===== src/pmws_defines.svh =====
// Register offsets, field positions, reset values and start-up counts for the power mode sequencer.
// Assumes a 32-bit APB slave with one aligned word per register.
`ifndef PMWS_DEFINES_SVH
`define PMWS_DEFINES_SVH

// Register byte offsets
`define PMWS_MODE_ADDR      12'h000
`define PMWS_WDCTL_ADDR     12'h004
`define PMWS_STAT_ADDR      12'h008

// Mode control register fields
`define PMWS_HCLK_BIT       0
`define PMWS_IDLE_BIT       1
`define PMWS_HRDY_BIT       2
`define PMWS_LRDY_BIT       3
`define PMWS_FAST_BIT       4
`define PMWS_DIV_LSB        5
`define PMWS_DIV_MSB        7
`define PMWS_MODE_RESET     8'h03

// Watchdog control register fields
`define PMWS_KEEP_BIT       0
`define PMWS_WDEN_BIT       1
`define PMWS_VDEN_BIT       2
`define PMWS_WDCTL_RESET    8'h00

// Status register fields
`define PMWS_PD_BIT         0
`define PMWS_TOF_BIT        1
`define PMWS_STATE_LSB      4
`define PMWS_STATE_MSB      6

// Oscillator start-up counts, in oscillator ticks
`define PMWS_XTAL_START     11'h400
`define PMWS_RC_START       11'h010
`define PMWS_LOW_RC_START   11'h002
`define PMWS_SHORT_START    11'h002
`define PMWS_FAST_SUB_TICKS 2'h2

`endif


===== src/pmws_pkg.sv =====
// Types shared by the power mode sequencer.
// Assumes pmws_defines.svh carries the numeric constants.
package pmws_pkg;
    // Sequencer states
    typedef enum logic [2:0] {
        PMWS_RUN, PMWS_IDLE_STOP, PMWS_IDLE_RUN, PMWS_SLEEP_DEEP, PMWS_SLEEP_SUB, PMWS_WAKE, PMWS_FSTART, PMWS_FAST
    } pmws_state_t;
    // High-speed oscillator kind, fixed by configuration
    typedef enum logic [1:0] {PMWS_HOSC_XTAL, PMWS_HOSC_EXT_RC, PMWS_HOSC_INT_RC} pmws_hosc_t;
    // System clock source
    typedef enum logic {PMWS_SRC_HIGH, PMWS_SRC_LOW} pmws_src_t;
endpackage : pmws_pkg


===== src/pmws_top.sv =====
// Power mode, clock switching and wake-up sequencer with an APB register port.
// Assumes oscillator ticks and the wake pin are asynchronous; core requests are on pclk.
// Functional notes
// - Fast wake only from sub-clock sleep or stopped idle
// - Deep sleep wake ignores fast wake enable
// - Crystal fast wake: sub clock, then crystal after 1024; the code uses 2 ticks after stopped idle
// - RC oscillators wake in 15-16, low RC 1-2; the code uses 2 ticks for the high RC after stopped idle
// - Watchdog off means no fast wake from deep sleep
// - Halt picks idle or sleep; run mode by selects
// - Low clock chosen stops high oscillator and dividers
// - Low-speed run needs stable low oscillator flag
// - Deep sleep needs watchdog and detector both off
// - Deep sleep stops clocks, clears and halts watchdog
// - Sleep halts program, retains memory, registers, ports
// - Sleep entry sets power-down flag, clears timeout flag
// - Sub-clock sleep when watchdog or detector enabled
// - Sub-clock sleep stops system and time base clocks
// - Sub-clock sleep clears then restarts sub-clocked watchdog
// - Idle select with keep bit picks running idle
// - Detector enabled blocks deep sleep
//
// The APB register port and the register offsets were decided locally.
`timescale 1ns/10ps
`default_nettype none
`include "pmws_defines.svh"

module pmws_top #(
    parameter pmws_pkg::pmws_hosc_t HIGH_OSC     = pmws_pkg::PMWS_HOSC_XTAL,
    parameter bit                   LOW_IS_XTAL  = 1'b0,
    parameter bit                   WDT_FROM_SUB = 1'b1,
    parameter int                   ADDR_W       = 12
) (
    // APB clock and reset
    input  wire logic                       pclk,
    input  wire logic                       presetn,
    // APB slave
    input  wire logic                       psel,
    input  wire logic                       penable,
    input  wire logic                       pwrite,
    input  wire logic [ADDR_W-1:0]          paddr,
    input  wire logic [31:0]                pwdata,
    output var  logic [31:0]                prdata,
    output var  logic                       pready,
    output var  logic                       pslverr,
    // Core events on pclk
    input  wire logic                       halt_req,
    input  wire logic                       wdt_clear_req,
    input  wire logic                       wdt_timeout,
    // Asynchronous inputs
    input  wire logic                       wake_pin,
    input  wire logic                       high_osc_tick,
    input  wire logic                       low_osc_tick,
    // Oscillator and clock controls
    output var  logic                       high_osc_en,
    output var  logic                       low_osc_en,
    output var  pmws_pkg::pmws_src_t        clk_src,
    output var  logic [2:0]                 clk_div,
    output var  logic                       sys_clk_gate,
    output var  logic                       periph_div_clk_en,
    output var  logic                       time_base_clk_en,
    // Watchdog and core controls
    output var  logic                       wdt_run,
    output var  logic                       wdt_clear,
    output var  logic                       cpu_halt,
    output var  pmws_pkg::pmws_state_t      pwr_state
);
    import pmws_pkg::*;

    // Refuse an address bus too narrow for the register map
    if (ADDR_W < 4) begin : g_bad_addr
        $error("pmws_top: ADDR_W must be at least 4");
    end

    // Registers and state
    logic [7:0]  mode_reg;
    logic [7:0]  wdctl_reg;
    logic        high_rdy;
    logic        low_rdy;
    logic        pd_flag;
    logic        tof;
    logic        short_start;
    logic [10:0] high_cnt;
    logic [10:0] low_cnt;
    logic [1:0]  fast_cnt;
    logic [1:0]  tick_s1;
    logic [1:0]  tick_s2;
    logic [1:0]  tick_d;
    logic        wake_s1;
    logic        wake_s2;
    pmws_state_t state;
    pmws_state_t next_state;

    // Edge of each synchronised oscillator tick; only the second stage is examined
    wire [1:0] tick_edge = tick_s2 & ~tick_d;
    wire       high_tick = tick_edge[0];
    wire       low_tick  = tick_edge[1];

    // Mode control and watchdog control fields
    wire [2:0] div_field = mode_reg[`PMWS_DIV_MSB:`PMWS_DIV_LSB];
    wire       hclk_sel  = mode_reg[`PMWS_HCLK_BIT];
    wire       idle_sel  = mode_reg[`PMWS_IDLE_BIT];
    wire       fast_en   = mode_reg[`PMWS_FAST_BIT];
    wire       keep_clk  = wdctl_reg[`PMWS_KEEP_BIT];
    wire       wdt_en    = wdctl_reg[`PMWS_WDEN_BIT];
    wire       vd_en     = wdctl_reg[`PMWS_VDEN_BIT];

    // Run mode decode: selects 000 and 001 pick the low clock
    wire       want_low  = !hclk_sel && (div_field[2:1] == 2'b00);
    wire [2:0] want_div  = hclk_sel ? 3'h0 : div_field;

    // Halt target mode
    wire         deep_ok   = !wdt_en && !vd_en;
    pmws_state_t halt_mode;
    assign halt_mode = idle_sel ? (keep_clk ? PMWS_IDLE_RUN : PMWS_IDLE_STOP)
                                : (deep_ok ? PMWS_SLEEP_DEEP : PMWS_SLEEP_SUB);
    wire halt_take = halt_req && (state == PMWS_RUN);

    // Fast wake: crystal system clock, enable set, sub clock alive and only from sub-clock sleep or stopped idle
    wire fast_ok = fast_en && (HIGH_OSC == PMWS_HOSC_XTAL) && !want_low && low_rdy
                   && ((state == PMWS_SLEEP_SUB) || (state == PMWS_IDLE_STOP));

    wire asleep  = (state == PMWS_IDLE_STOP) || (state == PMWS_IDLE_RUN)
                   || (state == PMWS_SLEEP_DEEP) || (state == PMWS_SLEEP_SUB);
    wire sys_rdy = want_low ? low_rdy : high_rdy;

    // Start-up thresholds; a restart from idle is short, high RC kinds need 16, low RC 2, crystals 1024
    wire [10:0] high_limit = short_start ? `PMWS_SHORT_START :
                             (HIGH_OSC == PMWS_HOSC_XTAL) ? `PMWS_XTAL_START : `PMWS_RC_START;
    wire [10:0] low_limit  = short_start ? `PMWS_SHORT_START :
                             LOW_IS_XTAL ? `PMWS_XTAL_START : `PMWS_LOW_RC_START;

    // Oscillator demand per state; the high oscillator stays on until the select has left it,
    // so the core never stalls on a stopped clock while the low oscillator is still settling
    wire need_high = ((state == PMWS_RUN) && (!want_low || (clk_src == PMWS_SRC_HIGH)))
                     || (state == PMWS_FAST) || (state == PMWS_FSTART)
                     || (((state == PMWS_WAKE) || (state == PMWS_IDLE_RUN)) && !want_low);
    wire need_low  = (state != PMWS_SLEEP_DEEP)
                     && !((state == PMWS_SLEEP_SUB) && deep_ok);

    // Next state
    always_comb begin
        next_state = state;
        unique case (state)
            PMWS_RUN:    if (halt_take) next_state = halt_mode;
            PMWS_IDLE_STOP, PMWS_IDLE_RUN, PMWS_SLEEP_DEEP, PMWS_SLEEP_SUB:
                if (wake_s2) next_state = fast_ok ? PMWS_FSTART : PMWS_WAKE;
            PMWS_WAKE:   if (sys_rdy) next_state = PMWS_RUN;
            PMWS_FSTART: if (fast_cnt == `PMWS_FAST_SUB_TICKS) next_state = PMWS_FAST;
            PMWS_FAST:   if (high_rdy) next_state = PMWS_RUN;
        endcase
    end

    // Clock selection target; the low clock is taken only once it is stable
    pmws_src_t tgt_src;
    assign tgt_src = (state == PMWS_FAST) ? PMWS_SRC_LOW :
                     (want_low && (low_rdy || clk_src == PMWS_SRC_LOW)) ? PMWS_SRC_LOW
                     : (want_low ? clk_src : PMWS_SRC_HIGH);
    wire [2:0] tgt_div  = (state == PMWS_FAST) ? 3'h0 : want_div;
    wire       clk_move = (tgt_src != clk_src) || (tgt_div != clk_div);
    wire       clk_on   = (state == PMWS_RUN) || (state == PMWS_FAST) || (state == PMWS_IDLE_RUN);

    // APB decode; response is registered in the setup cycle so pready comes one cycle later
    wire       setup    = psel && !penable;
    wire       acc_wr   = psel && penable && pwrite && pready;
    wire       hit_mode = (paddr == ADDR_W'(`PMWS_MODE_ADDR));
    wire       hit_wd   = (paddr == ADDR_W'(`PMWS_WDCTL_ADDR));
    wire       hit_st   = (paddr == ADDR_W'(`PMWS_STAT_ADDR));
    wire [7:0] mode_rd  = {mode_reg[7:4], low_rdy, high_rdy, mode_reg[1:0]};
    wire [7:0] stat_rd  = {1'b0, 3'(state), 2'b00, tof, pd_flag};
    wire [31:0] rd_word = hit_mode ? {24'h000000, mode_rd} :
                          hit_wd   ? {24'h000000, wdctl_reg} :
                          hit_st   ? {24'h000000, stat_rd} : 32'h00000000;

    // APB response
    always_ff @(posedge pclk or negedge presetn) begin
        if (!presetn) begin
            prdata  <= 32'h00000000;
            pready  <= 1'b0;
            pslverr <= 1'b0;
        end else begin
            pready  <= setup;
            prdata  <= setup ? rd_word : prdata;
            pslverr <= setup && !(hit_mode || hit_wd || hit_st);
        end
    end

    // Software registers; ready bits are not stored here; held through every sleep mode
    always_ff @(posedge pclk or negedge presetn) begin
        if (!presetn) begin
            mode_reg  <= `PMWS_MODE_RESET;
            wdctl_reg <= `PMWS_WDCTL_RESET;
        end else begin
            if (acc_wr && hit_mode) mode_reg <= pwdata[7:0] & 8'hf3;
            if (acc_wr && hit_wd)   wdctl_reg <= pwdata[7:0] & 8'h07;
        end
    end

    // Power-down and timeout flags; a same-cycle set beats the clear
    always_ff @(posedge pclk or negedge presetn) begin
        if (!presetn) begin
            pd_flag <= 1'b0;
            tof     <= 1'b0;
        end else begin
            pd_flag <= halt_take || (pd_flag && !wdt_clear_req);
            tof <= wdt_timeout || (tof && !wdt_clear_req && !halt_take);
        end
    end

    // Synchronisers for the wake pin and both oscillator ticks
    always_ff @(posedge pclk or negedge presetn) begin
        if (!presetn) begin
            tick_s1 <= 2'h0;
            tick_s2 <= 2'h0;
            tick_d  <= 2'h0;
            wake_s1 <= 1'b0;
            wake_s2 <= 1'b0;
        end else begin
            tick_s1 <= {low_osc_tick, high_osc_tick};
            tick_s2 <= tick_s1;
            tick_d  <= tick_s2;
            wake_s1 <= wake_pin;
            wake_s2 <= wake_s1;
        end
    end

    // Stabilisation counters; a stopped oscillator loses its ready flag
    always_ff @(posedge pclk or negedge presetn) begin
        if (!presetn) begin
            high_cnt <= 11'h000;
            low_cnt  <= 11'h000;
            high_rdy <= 1'b0;
            low_rdy  <= 1'b0;
        end else begin
            if (!high_osc_en) begin
                high_cnt <= 11'h000;
                high_rdy <= 1'b0;
            end else if (!high_rdy && high_tick) begin
                high_cnt <= high_cnt + 11'h001;
                high_rdy <= (high_cnt + 11'h001) >= high_limit;
            end
            if (!low_osc_en) begin
                low_cnt <= 11'h000;
                low_rdy <= 1'b0;
            end else if (!low_rdy && low_tick) begin
                low_cnt <= low_cnt + 11'h001;
                low_rdy <= (low_cnt + 11'h001) >= low_limit;
            end
        end
    end

    // Sequencer state, fast start tick count and restart length
    always_ff @(posedge pclk or negedge presetn) begin
        if (!presetn) begin
            state       <= PMWS_RUN;
            fast_cnt    <= 2'h0;
            short_start <= 1'b0;
        end else begin
            state    <= next_state;
            fast_cnt <= (state != PMWS_FSTART) ? 2'h0 : (fast_cnt + {1'b0, low_tick});
            if (halt_take) short_start <= idle_sel;
            else if (state == PMWS_RUN && sys_rdy) short_start <= 1'b0;
        end
    end

    // Clock switch: gate off, change select while dark, then gate on
    always_ff @(posedge pclk or negedge presetn) begin
        if (!presetn) begin
            clk_src      <= PMWS_SRC_HIGH;
            clk_div      <= 3'h0;
            sys_clk_gate <= 1'b0;
        end else if (clk_move) begin
            sys_clk_gate <= 1'b0;
            if (!sys_clk_gate) begin
                clk_src <= tgt_src;
                clk_div <= tgt_div;
            end
        end else begin
            sys_clk_gate <= clk_on && ((clk_src == PMWS_SRC_LOW) ? low_rdy : high_rdy);
        end
    end

    // Oscillator, peripheral, watchdog and core controls
    always_ff @(posedge pclk or negedge presetn) begin
        if (!presetn) begin
            high_osc_en       <= 1'b1;
            low_osc_en        <= 1'b1;
            periph_div_clk_en <= 1'b0;
            time_base_clk_en  <= 1'b1;
            wdt_run           <= 1'b0;
            wdt_clear         <= 1'b0;
            cpu_halt          <= 1'b0;
            pwr_state         <= PMWS_RUN;
        end else begin
            high_osc_en       <= need_high;
            low_osc_en        <= need_low;
            periph_div_clk_en <= need_high && high_rdy;
            time_base_clk_en  <= (state != PMWS_SLEEP_DEEP) && (state != PMWS_SLEEP_SUB);
            wdt_run           <= wdt_en && (state != PMWS_SLEEP_DEEP)
                                 && (WDT_FROM_SUB || !asleep || state == PMWS_IDLE_RUN);
            wdt_clear         <= halt_take;
            cpu_halt          <= asleep || (state == PMWS_WAKE)
                                 || (state == PMWS_FSTART) || halt_take;
            pwr_state         <= state;
        end
    end
endmodule : pmws_top

`default_nettype wire


===== config.mk =====
export PLATFORM = sky130hd
export DESIGN_NAME = pmws_top
export DESIGN_NICKNAME = d
export VERILOG_FILES = /design/src/pmws_pkg.sv /design/src/pmws_top.sv
export VERILOG_INCLUDE_DIRS = /design/src /design/src/src
export SDC_FILE = /design/constraint.sdc
export NUM_CORES = 1
export LEC_CHECK = 0
export BUFFER_PORTS_ARGS = -buffer_cell sky130_fd_sc_hd__buf_2
export CELL_PAD_IN_SITES_DETAIL_PLACEMENT = 1
export CELL_PAD_IN_SITES_GLOBAL_PLACEMENT = 1
export CORE_ASPECT_RATIO = 1.1
export CORE_MARGIN = 2
export CORE_UTILIZATION = 36
export CTS_CLUSTER_DIAMETER = 30
export DETAILED_ROUTE_END_ITERATION = 10
export GPL_TIMING_DRIVEN = 0
export PLACE_DENSITY_LB_ADDON = 0.1
export SETUP_SLACK_MARGIN = 0.2
export SLEW_MARGIN = 25
export SYNTH_ARGS = -nofsm -noshare
export SYNTH_HDL_FRONTEND = slang
export SYNTH_SLANG_ARGS = --single-unit

===== constraint.sdc =====
create_clock -name pclk -period 2.1 [get_ports pclk]
set_clock_uncertainty 0.2 [all_clocks]
set_input_delay 0.21 -clock pclk [delete_from_list [all_inputs] [get_ports pclk]]
set_output_delay 0.21 -clock pclk [all_outputs]
set_load 0.02 [all_outputs]

### Yosys cells after proc, flatten, opt, wreduce, memory -nomap -nowiden

Index checks and enable logic that the tools add are counted.

* memory bits (writable): 0
* flip-flop bits (word level): 98
* memories: 0
* bits in latches: 0
* bits in read-only memories: 0
* word-level logic and storage cells: 160

* $mul: 0
* shift-type cells: 0
* mux-type cells: 33
* reduce and logical (&&, ||, !) cells: 66
* divide/modulo/power cells: 0
* bitwise operators: 4
* $add $sub $neg: 3
* order comparisons: 2
* eq/ne operators: 22

Operators by type and width (count)
* 11-bit 2-to-1 mux: 5
* 1-bit logical AND: 28
* 3-bit 2-to-1 mux: 9
* 11-bit by 1-bit adder with 11-bit output, second input constant: 2
* 1-bit logical OR: 20
* 3-bit case mux with 5 select lines: 1
* 7-bit 2-to-1 mux: 2
* 12-bit by 3-bit == test with 1-bit output, second input constant: 1
* 12-bit by 4-bit == test with 1-bit output, second input constant: 1
* 3-bit == test, second input constant: 4
* 12-bit logical NOT: 1
* 1-bit 2-to-1 mux: 12
* 11-bit >= comparator: 1
* 11-bit by 2-bit >= comparator with 1-bit output, second input constant: 1
* 1-bit logical NOT: 11
* 2-bit inequality test, second input constant: 5
* 8-bit 2-to-1 mux: 1
* 3-bit by 2-bit == test with 1-bit output, second input constant: 2
* 2-bit 2-to-1 mux: 3
* 3-bit inequality test, second input constant: 2
* 5-bit AND reduction: 1
* 2-bit by 1-bit inequality test with 1-bit output, second input constant: 2
* 4-bit OR reduction: 1
* 3-bit by 1-bit == test with 1-bit output, second input constant: 1
* other kinds (12): 13

### Longest topological paths before layout

* word-level depth: 9
* mapped depth: 9

### Worst setup path before layout

OpenSTA, ideal clock, no wires.

* path kind: register to register
* from: reg high_cnt[0]
* to: reg high_rdy
* slack: -0.044 ns
* library setup time: 0.140 ns
* period minus slack after synthesis: 2.144 ns
* stages on the path, launching flop included: 10
* arrival: 1.803 ns
* cell sequence: dfrtp_1 -> ha_1 -> nand3_1 -> nor2_1 -> nand3_1 -> xnor2_1 -> ha_1 -> and3_1 -> o31ai_1 -> o2111ai_1

* cells in the longest elaborated chain, start to end: 4

RTL lines
* start, declared: RTL line pmws_top.sv:82 `logic [10:0] high_cnt;`
* start signal, assigned: RTL line pmws_top.sv:238 `high_cnt <= high_cnt + 11'h001;`
* 11-bit by 1-bit adder with 11-bit output: RTL line pmws_top.sv:239 `high_rdy <= (high_cnt + 11'h001) >= high_limit;`
* 11-bit >= comparator: RTL line pmws_top.sv:239
* 1-bit 2-to-1 mux: RTL line pmws_top.sv:237 `end else if (!high_rdy && high_tick) begin`
* 1-bit 2-to-1 mux: RTL line pmws_top.sv:234 `if (!high_osc_en) begin`
* end signal, assigned: RTL line pmws_top.sv:239
* end, declared: RTL line pmws_top.sv:77 `logic high_rdy;`

No other way between the ends. The select of a mux whose other input is x is not followed.
A chain may end at the register's enable or synchronous reset.

### Worst setup path in the final report

* from: reg mode_reg[6]
* to: reg state[0]

* cells in the longest elaborated chain, start to end: 9
* elaborated cells between the ends (all ways): 12

RTL lines
* start, declared: RTL line pmws_top.sv:75 `logic [7:0] mode_reg;`
* start signal, assigned: RTL line pmws_top.sv:190 `` mode_reg <= `PMWS_MODE_RESET; ``
* start signal, assigned: RTL line pmws_top.sv:193 `if (acc_wr && hit_mode) mode_reg <= pwdata[7:0] & 8'hf3;`
* 2-bit logical NOT *: RTL line pmws_top.sv:108 `wire want_low = !hclk_sel && (div_field[2:1] == 2'b00);`
* 1-bit logical AND *: RTL line pmws_top.sv:108
* 1-bit logical NOT: RTL line pmws_top.sv:119 `wire fast_ok = fast_en && (HIGH_OSC == PMWS_HOSC_XTAL) && !want_low && low_rdy`
* 1-bit logical AND (2 in series): RTL line pmws_top.sv:119
* 1-bit logical AND: RTL line pmws_top.sv:120 `&& ((state == PMWS_SLEEP_SUB) || (state == PMWS_IDLE_STOP));`
* 2-bit 2-to-1 mux: RTL line pmws_top.sv:146 `if (wake_s2) next_state = fast_ok ? PMWS_FSTART : PMWS_WAKE;`
* 3-bit 2-to-1 mux: RTL line pmws_top.sv:146
* 3-bit case mux with 5 select lines: RTL line pmws_top.sv:143 `unique case (state)`
* end signal, assigned: RTL line pmws_top.sv:258 `state <= next_state;`
* end, declared: RTL line pmws_top.sv:90 `pmws_state_t state;`

Mark *: on every way between the ends. The rest lies on a longest branch, timed or not. The select of a mux whose other input is x is not followed.

==> run summary <==
fraction of registers with async set/reset: 100%
remaining routing DRC violations: 0
std cell rows: 39
die span in x: 103 µm
Hold EP: wdt_clear
TritonCTS clock tree: built
failing checks: setup timing
ANT cells: 0
Crit Reg-Reg Endpoint: state[0]
layout cells sized above 1: 34.0%
Vias: 3241
crit path launch type: register
vias in the first global route: 3292
H-tree levels: 3
final hold vios: 0
CTS buffer count: 9
Via density: 4.95
final critical-path required period: 2.11 ns
outcome: finished, violations left
Die Y: 113 µm
Critical Path RT: 2.09 ns
largest net degree at the start of global routing: 44
aggregate routed wire length: 10.3 mm
setup TNS: -0.00578 ns
Setup WS post-layout: -0.00578 ns
Setup-failing EPs final: 1
Max Cap Viol: 0
Synth area leaders: dfrtp_1 44%, buf_4 4.6%, xnor2_1 3.8%, nand2_1 3.7%, dfstp_2 3.4%
Fmax achieved: 475 MHz
antenna-violating nets left: 0
total global-route track usage: 18.1%
top flop regs: high_cnt: 11 flops, low_cnt: 11 flops, prdata: 8 flops
Synth Register Bits: 74
Port Buffers: 53
Hold Startpoint: halt_req
Clock Latency Late Sink: 0.33 ns
core area: 10500 µm²
initial core utilization: 37.2%
warnings from Yosys: 0
Layout Utilization: 49.4%
Hold Path Depth: 3
Yosys top cell area share: 44.3%
Cell Pwr Density: 831 nW/µm²
post-DP HPWL: 7.08 mm
kind of critical path: reg -> reg
GP Congestion: 0.756
syn_area_per_cell: 10.0 µm²
ys flop type: dfrtp_1
period utilization: 100%
Fin Hold WS: 0.0245 ns
first-pass GRT wire length: 16.3 mm
Slew Limit Fails: 0
flop2flop setup slack: -0.006 ns
CTS sink cnt: 74
initial antenna violation count: 0
sequential area share after synthesis: 47.6%
Min-Delay Path Class: in -> reg
Max Fanout on Critical Path: 5
I/O Pins: 104
die area: 11700 µm²
Initial DRC Count: 97
Peak VDD IR: 393 µV
EDFF count, synth: 0
Max clock buf depth: 2
clk root buf: clkbuf_16
drt pass-1 iters: 4
CP arrival: 2.09 ns
reg2reg path depth: 6
cell taking the most area after synthesis: dfrtp_1
# nets final: 568
RSZ-0062 raised after global routing: yes
Pleak: 2.41 nW
Mapped Cells: 390
remaining global-route overflow: 0
Post-Syn Area: 3900 µm²
DR WL/cell: 15.7 µm
Post-Place Setup Slack: -0.109 ns
Synth-to-Final Area Change: 32.8%
crit end category: register
Yosys cell types: 59
DP Area: 4500 µm²
final instance area: 5180 µm²
worst reg2reg path startpoint: mode_reg[6]
Clock transition at path regs: 0.06 ns
-- logic make-up (layout without fill, tap and decap cells) --
| group | count (synthesis) | in the layout | share of synthesized area [%] |
|---|---|---|---|
| buffers and inverters | 51 | 150 | 7.66 |
| AO/OA/AOI/OAI | 70 | 70 | 12.2 |
| adder cells (fa/ha/maj) | 6 | 6 | 1.92 |
| flip-flops | 74 | 74 | 47.6 |
| other | 1 | 24 | 0.0961 |
| XOR/XNOR | 23 | 23 | 5.16 |
| multiplexers | 17 | 17 | 4.68 |
| AND/OR/NAND/NOR | 148 | 148 | 20.6 |
-- worst max-delay path by stage --
stage | startpoint | to | slack (ns) | cells after the start
3_5_place_dp | paddr[9] | mode_reg[7] | -0.11 | 7
6_report | mode_reg[6] | state[0] | -0.006 | 6
2_1_floorplan | high_cnt[0] | high_rdy | 0.10 | 9
5_1_grt | high_cnt[3] | high_rdy | -0.07 | 9
3_3_place_gp | paddr[9] | mode_reg[6] | -0.08 | 7
4_1_cts | high_cnt[1] | high_rdy | 0.02 | 9
-- cells in the mapped netlist, types with 2 or more instances --
master / number
buf_4: 24
nand4_1: 9
and3_1: 6
clkbuf_1: 12
or3_1: 4
o21a_1: 3
nor2b_1: 7
buf_2: 2
a311oi_1: 2
a221oi_1: 2
or3b_2: 2
a32o_1: 2
nor2_1: 22
and2_1: 18
a31oi_1: 6
nand2_1: 38
nor4b_1: 2
nor3b_1: 2
o2111ai_1: 2
nand3_1: 9
a22o_1: 2
nand2b_1: 5
dfstp_2: 5
nor4_1: 3
xnor2_1: 17
ha_1: 6
dfrtp_1: 69
a21oi_1: 9
nor3_1: 9
and4_1: 3
mux2i_1: 7
xor2_1: 6
mux2_2: 10
a21boi_0: 3
a31o_2: 2
buf_6: 2
o211ai_1: 4
inv_1: 11
o21ai_0: 17
o31ai_1: 7
-- cells in the final DEF, fill, tap and decap left out, types with 11 or more instances in the layout --
cell type	instances
dfrtp_1	62
buf_2	55
buf_4	41
nand2_1	38
conb_1	24
nor2_1	19
and2_1	18
xnor2_1	17
o21ai_0	14
dlygate4sd3_1	13
inv_1	11
-- per-layer routing --
layer / global-route usage, % / vias up / wire length (µm)
li1: - / 1569 / -
met1: 22.2 / 1598 / 4350
met2: 31.6 / 63 / 5480
met3: 4.32 / 11 / 309
met4: 4.74 / 0 / 125
met5: 0 / - / 0
-- area by class of cell --
type | count | area, µm²
tap | 143 | 179
clock buffer | 12 | 236
sequential | 74 | 1870
multi-input combinational | 288 | 2010
timing repair buffer | 83 | 546
fill | 1207 | 5310
buffer | 40 | 277
clock inverter | 4 | 20.0
inverter | 11 | 41.3
-- what timing repair did --
item,CTS,global route
endpoints found under the hold margin,45,0
setup buffers,9,7
hold buffers,13,0
pin swaps,4,5
resized for setup,24,29
cloned,0,0
setup endpoints to repair,23,31
-- worst max-delay path, stage by stage (launching register included) --
cell      delay (ns)
dfrtp_1         0.37
buf_6           0.12
or4b_4          0.55
a32oi_2         0.22
o211ai_1        0.23
nor3_1          0.20
a311oi_1        0.08
-- metrics by stage --
step	total power [W]	cells
4_1_cts	0.00427	648
2_1_floorplan	0.00239	413
5_1_grt	0.00455	655
6_report	0.00430	655
3_3_place_gp	0.00272	609
3_5_place_dp	0.00275	610
-- power by group --
group	leakage, nW	switching (W)	internal [W]	total [W]
clock	0.130	0.000567	0.000792	0.00136
sequential	0.953	0.000145	0.00159	0.00174
combinational	1.33	0.000705	0.000500	0.00121
(Power assumes the default switching activity.)
